**config.mk**
```make
export PLATFORM = sky130hd
export DESIGN_NAME = pie_core
export DESIGN_NICKNAME = d
export VERILOG_FILES = /design/src/rtl/pie_pkg.sv /design/src/rtl/pie_alu.sv /design/src/rtl/pie_core.sv
export VERILOG_INCLUDE_DIRS = /design/src /design/src/rtl
export SDC_FILE = /design/constraint.sdc
export NUM_CORES = 1
export LEC_CHECK = 0
export ABC_AREA = 1
export BUFFER_PORTS_ARGS = -buffer_cell sky130_fd_sc_hd__buf_4
export CAP_MARGIN = 10
export CORE_MARGIN = 2
export CORE_UTILIZATION = 40
export DETAILED_ROUTE_END_ITERATION = 16
export PLACE_DENSITY = 0.67
export SYNTH_ARGS = -nofsm -noshare
export SYNTH_HDL_FRONTEND = slang
export SYNTH_SLANG_ARGS = --single-unit
```
**constraint.sdc**
```tcl
create_clock -name i_mclk -period 1.7 [get_ports i_mclk]
set_input_delay 0.34 -clock i_mclk [delete_from_list [all_inputs] [get_ports i_mclk]]
set_output_delay 0.34 -clock i_mclk [all_outputs]
set_load 0.05 [all_outputs]
```
**src/rtl/pie_defs.svh**
```systemverilog
// constants for the partial instruction execute block
`ifndef PIE_DEFS_SVH
`define PIE_DEFS_SVH
`define PIE_PC_W 13
`define PIE_TGT_W 11
`define PIE_ADDR_W 7
`define PIE_LATCH_HI 4
`define PIE_LATCH_LO 3
`define PIE_ZERO_BYTE 8'h00
`define PIE_ONE_BYTE 8'h01
`define PIE_DEST_ACC 1'b0
`define PIE_DEST_FILE 1'b1
`endif

```
**src/rtl/pie_pkg.sv**
```systemverilog
// types for the partial instruction execute block
package pie_pkg;
  typedef enum logic [2:0] {
    PIE_OP_NONE = 3'h0,
    PIE_OP_CALL = 3'h1,
    PIE_OP_WDT_CLEAR = 3'h2,
    PIE_OP_FILE_CLEAR = 3'h3,
    PIE_OP_FILE_INVERT = 3'h4,
    PIE_OP_FILE_DEC = 3'h5,
    PIE_OP_ACC_CLEAR = 3'h6
  } pie_op_e;
  typedef enum logic [1:0] {
    PIE_ST_IDLE = 2'b00,
    PIE_ST_CALL2 = 2'b01
  } pie_state_e;
endpackage : pie_pkg

```
**src/rtl/pie_alu.sv**
```systemverilog
// byte operations with zero detect
`timescale 1ns/1ps
module pie_alu #(
  parameter int WIDTH = 8
) (
  // operand and selection
  input wire logic [WIDTH-1:0] i_operand,
  input wire logic i_dec,
  // result
  output logic [WIDTH-1:0] o_result,
  output logic o_zero
);
  always_comb begin
    if (i_dec) begin
      o_result = i_operand - WIDTH'(1);
    end else begin
      o_result = ~i_operand;
    end
    o_zero = (o_result == '0);
  end
endmodule : pie_alu

```
**src/rtl/pie_core.sv**
```systemverilog
// execution of call, watchdog clear, clear, complement and decrement
// Function
// RL1: call loads 11-bit target into pc low
// RL2: call pushes pc plus one first
// RL3: pc bits 12:11 from latch bits 4:3
// RL4: call takes two cycles, flags unchanged
// RL5: watchdog clear zeroes counter and prescaler
// RL6: watchdog clear sets timeout and powerdown flags
// RL7: file clear writes zero, sets zero flag
// RL8: complement inverts file register, updates zero
// RL9: destination bit 0 accumulator, 1 file
// RL10: decrement subtracts one, updates zero, stores
// RL11: accumulator clear loads zero, sets zero
// RL12: zero flag equals result is zero
`timescale 1ns/1ps
`include "pie_defs.svh"
module pie_core import pie_pkg::*; (
  // clock and reset
  input wire logic i_mclk,
  input wire logic i_rst,
  // instruction
  input wire logic i_valid,
  input wire pie_op_e i_op,
  input wire logic [`PIE_TGT_W-1:0] i_target,
  input wire logic [`PIE_ADDR_W-1:0] i_faddr,
  input wire logic i_dest,
  // core state in
  input wire logic [`PIE_PC_W-1:0] i_pc,
  input wire logic [7:0] i_pc_upper_latch,
  input wire logic [7:0] i_fdata,
  // handshake
  output logic o_ready,
  // program counter and stack
  output logic o_pc_load,
  output logic [`PIE_PC_W-1:0] o_pc,
  output logic o_stack_push,
  output logic [`PIE_PC_W-1:0] o_stack_top,
  // file write
  output logic o_fwrite,
  output logic [`PIE_ADDR_W-1:0] o_fwaddr,
  output logic [7:0] o_fwdata,
  // accumulator
  output logic o_acc_write,
  output logic [7:0] o_acc,
  // status
  output logic o_zero_write,
  output logic o_zero_flag,
  output logic o_watchdog_counter_clr,
  output logic o_prescaler_clr,
  output logic o_timeout_flag_set,
  output logic o_powerdown_flag_set
);
  pie_state_e state_r, state_nxt;
  logic [`PIE_PC_W-1:0] pc_r, pc_nxt, tos_r, tos_nxt;
  logic pc_load_r, pc_load_nxt, push_r, push_nxt;
  logic fwrite_r, fwrite_nxt, accw_r, accw_nxt, zw_r, zw_nxt, z_r, z_nxt;
  logic [`PIE_ADDR_W-1:0] fwaddr_r, fwaddr_nxt;
  logic [7:0] fwdata_r, fwdata_nxt, acc_r, acc_nxt;
  logic wdt_r, wdt_nxt;
  logic [7:0] alu_res;
  logic alu_zero;
  logic take;

  pie_alu #(.WIDTH(8)) u_alu (
    .i_operand(i_fdata),
    .i_dec(i_op == PIE_OP_FILE_DEC),
    .o_result(alu_res),
    .o_zero(alu_zero)
  );

  assign o_ready = (state_r == PIE_ST_IDLE);
  assign take = i_valid && o_ready;

  always_comb begin
    state_nxt = state_r;
    pc_nxt = pc_r;
    tos_nxt = tos_r;
    fwaddr_nxt = fwaddr_r;
    fwdata_nxt = fwdata_r;
    acc_nxt = acc_r;
    z_nxt = z_r;
    pc_load_nxt = 1'b0;
    push_nxt = 1'b0;
    fwrite_nxt = 1'b0;
    accw_nxt = 1'b0;
    zw_nxt = 1'b0;
    wdt_nxt = 1'b0;
    case (state_r)
      PIE_ST_IDLE: begin
        if (take) begin
          case (i_op)
            PIE_OP_CALL: begin
              tos_nxt = i_pc + `PIE_PC_W'(1); // RL2
              push_nxt = 1'b1; // RL2
              pc_nxt = {i_pc_upper_latch[`PIE_LATCH_HI:`PIE_LATCH_LO], i_target}; // RL1 RL3
              state_nxt = PIE_ST_CALL2; // RL4
            end
            PIE_OP_WDT_CLEAR: begin
              wdt_nxt = 1'b1; // RL5 RL6
            end
            PIE_OP_FILE_CLEAR: begin
              fwaddr_nxt = i_faddr;
              fwdata_nxt = `PIE_ZERO_BYTE; // RL7
              fwrite_nxt = 1'b1;
              z_nxt = 1'b1; // RL7
              zw_nxt = 1'b1;
            end
            PIE_OP_FILE_INVERT, PIE_OP_FILE_DEC: begin
              z_nxt = alu_zero; // RL8 RL10 RL12
              zw_nxt = 1'b1;
              if (i_dest == `PIE_DEST_FILE) begin
                fwaddr_nxt = i_faddr; // RL9
                fwdata_nxt = alu_res;
                fwrite_nxt = 1'b1;
              end else begin
                acc_nxt = alu_res; // RL9
                accw_nxt = 1'b1;
              end
            end
            PIE_OP_ACC_CLEAR: begin
              acc_nxt = `PIE_ZERO_BYTE; // RL11
              accw_nxt = 1'b1;
              z_nxt = 1'b1; // RL11
              zw_nxt = 1'b1;
            end
            default: begin
            end
          endcase
        end
      end
      PIE_ST_CALL2: begin
        pc_load_nxt = 1'b1; // RL4
        state_nxt = PIE_ST_IDLE;
      end
      default: begin
        state_nxt = PIE_ST_IDLE;
      end
    endcase
  end

  always_ff @(posedge i_mclk) begin
    if (i_rst) begin
      state_r <= PIE_ST_IDLE;
      pc_r <= '0;
      tos_r <= '0;
      fwaddr_r <= '0;
      fwdata_r <= '0;
      acc_r <= '0;
      z_r <= 1'b0;
      pc_load_r <= 1'b0;
      push_r <= 1'b0;
      fwrite_r <= 1'b0;
      accw_r <= 1'b0;
      zw_r <= 1'b0;
      wdt_r <= 1'b0;
    end else begin
      state_r <= state_nxt;
      pc_r <= pc_nxt;
      tos_r <= tos_nxt;
      fwaddr_r <= fwaddr_nxt;
      fwdata_r <= fwdata_nxt;
      acc_r <= acc_nxt;
      z_r <= z_nxt;
      pc_load_r <= pc_load_nxt;
      push_r <= push_nxt;
      fwrite_r <= fwrite_nxt;
      accw_r <= accw_nxt;
      zw_r <= zw_nxt;
      wdt_r <= wdt_nxt;
    end
  end

  assign o_pc_load = pc_load_r;
  assign o_pc = pc_r;
  assign o_stack_push = push_r;
  assign o_stack_top = tos_r;
  assign o_fwrite = fwrite_r;
  assign o_fwaddr = fwaddr_r;
  assign o_fwdata = fwdata_r;
  assign o_acc_write = accw_r;
  assign o_acc = acc_r;
  assign o_zero_write = zw_r;
  assign o_zero_flag = z_r;
  assign o_watchdog_counter_clr = wdt_r;
  assign o_prescaler_clr = wdt_r;
  assign o_timeout_flag_set = wdt_r;
  assign o_powerdown_flag_set = wdt_r;
endmodule : pie_core

```
---- Word level (Yosys, flattened, before mapping) ----
Cells that the tools add are included.
cells by class
  shifts and indexed selects .............. 0
  reductions and logical operators ........ 16
  multiplexer cells ....................... 16
  bitwise logic cells ..................... 3
  equality and inequality tests ........... 8
  add/sub/neg operators ................... 2
  order comparisons ....................... 0
  $mul .................................... 0
  div/mod/pow operators ................... 0
operator list
  kind                     count
  $pmux W8 S2              2
  $mux W8                  3
  $pmux W7 S2              1
  $add A13 B1 Y13 const B  1
  $eq A3 B3 Y1 const B     3
  $logic_not A8 Y1         1
  $not A8 Y8               1
  $reduce_and A4 Y1        2
  $sub A8 B1 Y8 const B    1
  $mux W7                  1
  $eq A3 B2 Y1 const B     2
  $mux W1                  6
  $pmux W1 S2              3
  $reduce_and A3 Y1        2
  $reduce_bool A2 Y1       3
  $reduce_or A2 Y1         3
  $ne A2 B2 Y1 const B     2
  $reduce_or A4 Y1         1
  $eq A3 B1 Y1 const B     1
  $reduce_or A3 Y1         1
  $logic_not A2 Y1         1
  $not A1 Y1               2
  $reduce_and A2 Y1        1
  $logic_and A1 B1 Y1      1
storage, ports and cells
  memories ................................ 0
  bits in latches ......................... 0
  memory bits (read-only) ................. 0
  RAM bits ................................ 0
  word-level logic and storage cells ...... 58
  register bits ........................... 57
  bits of input ports ..................... 54

---- Longest topological paths before layout ----
  depth after elaboration ................. 4
  gate-level depth with buffers ........... 12
  gate-level depth less buffers ........... 12

---- Hierarchy ----
From an unflattened synthesis, not the netlist that was laid out.
unflattened totals
  cells, all modules ...................... 382
  area, all modules ....................... 2721.4 µm²
by module, submodules not included
  module    cells an instance  area an instance (µm²)  sequential area each (µm²)  times used
  pie_core  324                2438.6                  1141.1                      1
  pie_alu   58                 282.8                   0.0                         1

---- Worst setup path after synthesis ----
Ideal clock, no wire load.
  path type ............................... reg-to-reg
  from .................................... register state_r[0]
  to ...................................... register tos_r[12] (netlist: o_stack_top[12])
  slack ................................... 0.244 ns
  path buffers ............................ 1
  cell stages (with the launch flop) ...... 10
  arrival time ............................ 1.339 ns
  library setup time ...................... 0.117 ns
  path through ............................ dfxtp_1 > inv_2 > nand2_1 > inv_1 > nand2_2 > inv_2 > buf_4 > nand3_1 > o211ai_1 > inv_1
on the way
  word-level cells in the longest chain between the ends .. 3
ends and longest elaborated chain
  element                        line             text
  start, declared                pie_core.sv:53   pie_state_e state_r, state_nxt;
  start signal, assigned         pie_core.sv:157  state_r <= state_nxt;
  $logic_not A2 Y1 *             pie_core.sv:71   assign o_ready = (state_r == PIE_ST_IDLE);
  via o_ready                    pie_core.sv:32   output logic o_ready,
  $logic_and A1 B1 Y1            pie_core.sv:72   assign take = i_valid && o_ready;
  $reduce_and A3 Y1 (no line) *  n/a
  end signal, assigned           pie_core.sv:159  tos_r <= tos_nxt;
  end, declared                  pie_core.sv:54   logic [`PIE_PC_W-1:0] pc_r, pc_nxt, tos_r, tos_nxt;
The timed path passes the listed nets; every way through them passes the cells marked *.
A chain may end at the register's enable or synchronous reset.

---- Worst setup path in the final report ----
  from .................................... register state_r[0]
  to ...................................... register pc_r[7] (netlist: o_pc[7])
on the way
  word-level cells in the longest chain between the ends .. 3
ends and longest elaborated chain
  element                        line                            text
  $logic_not A2 Y1 *             pie_core.sv:71, pie_core.sv:88
  $logic_and A1 B1 Y1            pie_core.sv:72
  $reduce_and A3 Y1 (no line) *  n/a
  end signal, assigned           pie_core.sv:158                 pc_r <= pc_nxt;
  end, declared                  pie_core.sv:54
Every way passes the cells marked *; elsewhere a longest branch is shown, timed or not.

==> impl_results.md <==
- Crit path max fanout: 24
- Fmax: about 710 MHz
- Share of cells above drive strength 1: 0.312
- Post-CTS sizing: 0
- FF+latch count, synth: between 50 and 60
- Post-synth EDFFs: 0
- Synth-to-layout area growth: 44.8%
- Ranking of synthesized cells by area: dfxtp_1, nand2_1, nor2_1, inv_1, o21ai_0
- Arrival @ worst endpoint: ~1.7 ns
- Clock Sinks: 57
- I/O pin total: between 100 and 150
- Placed insts: roughly 540
- Via count: between 2,000 and 3,000
- Cell Rows: 29
- H-tree depth: 3
- Sequential area share after synthesis: 0.450
- Clock latency on the worst-skew pair: around 0.32 ns
- Hold WC Path Type: in -> reg
- Outcome: completed
- Core box area: between 6000 and 7000 um2
- CP max stage delay: 0.32 ns
- R2R depth: 8
- Post-Place Setup Slack: 0.0880 ns
- Pwr dens: about 970 nW/um2
- CTS root buf: clkbuf_8
- Max-cap violations: 0
- Setup crit start kind: flop
- Fill count: around 630
- Worst slew margin: 0.731
- Pleak: approximately 1.8 nW
- Post-Syn Instances: roughly 360
- DP Wirelength: 4.78 mm
- Worst-Margin Slew: between 0.4 and 0.5 ns
- Synth top cells by count: nand2_1, nor2_1, dfxtp_1, inv_1, o21ai_0
- Max stage delay cell, worst path: inv_2
- Overflow after GRT: 0
- Crit end category: flop
- Initial DRC count: 103
- Critical path depth: 8
- Min-Delay Endpoint: o_stack_top[0]
- Port bufs: 107
- Endpoints failing hold: 0
- R2r setup slk: between 0.2 and 0.3 ns
- Tot GR Track Use: 0.187
- Req. time, crit path: 1.96 ns
- Final setup TNS: 0 ns
- # setup viols final: 0
- Mean Syn Cell Area: between 7 and 8 um2
- DRC violations left: 0
- Warnings, synthesis: 0
- Worst Hold Launch: i_pc[0]
- Launching point of the worst reg2reg path: state_r[0]
- FF-to-FF End: o_pc[7]
- Final min period: around 1.4 ns
- Die Ht: ~84 um
- DRT Pass-1 Iters: 4
- Final std cells w/o fill: ~550
- Ys async rst share: 0
- Drt wl/cell: about 12 um
- CTS Buffer Depth: 2
- Initial Utilization: 0.406
- Clock transition at path regs: 0.07 ns
- Placer congestion estimate: between 0.8 and 0.9
- Final Instance Area: 3670 um2
- Antenna Nets Post-Route: 0
- Unrepaired setup endpoints after global routing: no
- Leading area contributor after synthesis: dfxtp_1
- Synth cell types: 33
- First-pass GRT wire length: between 10 and 15 mm
- Mapped Area: approximately 2500 um2
- Max-slew violations: 0
- Die Wd: 83.6 um
- Critical Path, Cell by Cell: inv_2 -> nand2_1 -> inv_1 -> nand2_2 -> inv_2 -> buf_4 -> nor2_1 -> nor2_1
- Clock tree from TritonCTS: yes
- Hold path depth: 2
- Final period util: 0.834
- Setup repair bufs after CTS: 0
- Maximum vdd drop: approximately 0.71 mV
- CTS buffer count: 9
- Most frequent cell after synthesis: nand2_1
- Routed WL: between 6 and 7 mm
- Crit path kind: reg -> reg
- Post-synth top area share: 0.450
- Initial antenna violation count: 0
- Clock skew: around 0.0064 ns
- Post-Synthesis Net Count: about 420
- CTS Hold Bufs: 0
- Dpl cell area: 3430 um2
- Buffers plus inverters on the worst setup path: 4
- Full die area: approximately 7000 um2
- Vias in the first global route: 2,342
- Largest net degree at the start of global routing: 28
- Ys flop type: dfxtp_1
- Vias per cell: about 4.6
- Layout Nets: 528
- Setup WS post-layout: between 0.2 and 0.3 ns
- Kind of cell adding the most delay to the critical path: buffers and inverters
- Antenna cells: 0
- Overall power: around 3.5 mW
[kinds of logic after synthesis]
family | share of synthesized area
simple gates | 0.296
compound gates | 0.135
flops | 0.450
buf+inv | 0.0918
xor+xnor | 0.0173
fa+ha+maj | 0.00987
[layer usage]
layer  GRT usage  wire (um)  vias to the layer above
met5           0          0                        -
met4      0.0704         29                        0
met3      0.0524        498                        2
met2       0.311       2970                       90
met1       0.230       3040                     1090
li1            -          -                     1358
[report_power, final]
| part | internal, mW | switching (mW) | total, mW | leakage, nW |
|---|---|---|---|---|
| Sequential | 1.38 | 0.0234 | 1.41 | 0.463 |
| Combinational | 0.214 | 0.373 | 0.587 | 1.23 |
| Clock | 1.01 | 0.539 | 1.55 | 0.120 |
[worst max path at each step]
stage	start	end	slack [ns]
after floorplan	state_r[0]	o_stack_top[12]	0.24
after global placement	i_fdata[0]	o_zero_flag	0.13
after detailed placement	i_op[1]	o_pc[8]	0.09
after CTS	state_r[0]	o_pc[8]	0.26
after global routing	state_r[0]	o_pc[2]	0.13
final	state_r[0]	o_pc[7]	0.28
[state kept, by name, indices dropped and copies added, names as in the netlist]
name,cells
state_r,1
o_powerdown_flag_set,1
o_stack_top,13
o_zero_flag,1
o_stack_push,1
o_zero_write,1
o_acc_write,1
o_pc,13
o_fwdata,8
o_fwrite,1
o_pc_load,1
o_fwaddr,7
o_acc,8
[layout by cell type, fill, tap and decap left out, drive strengths merged, types with 3 or more instances in the layout]
master / Yosys / final
clkbuf: 6 / 11
o21ai: 35 / 35
xnor2: 3 / 3
dfxtp: 57 / 57
o211ai: 3 / 3
inv: 41 / 41
nand3: 14 / 14
bufinv: 0 / 3
a21oi: 22 / 22
buf: 8 / 114
nor3: 4 / 4
nor2: 74 / 74
nand2: 81 / 81
[area by class of cell]
type	count	area [um2]	area share
well taps	77	96.3	0.0263
multi-input cells	248	1160	0.316
inverters	42	159	0.0433
repair buffers	114	868	0.237
clock buffers	11	141	0.0385
flip-flops and latches	57	1140	0.311
clock inverters	5	103	0.0280
[per-stage QoR]
| step | hold WS, ns | utilization |
|---|---|---|
| 3_3_place_gp | 0.436 | 0.549 |
| 6_report | 0.201 | 0.588 |
| 5_1_grt | 0.205 | 0.588 |
| 4_1_cts | 0.190 | 0.588 |
| 2_1_floorplan | 0.431 | - |
| 3_5_place_dp | 0.438 | 0.549 |
Power figures use the tool's default switching activity.
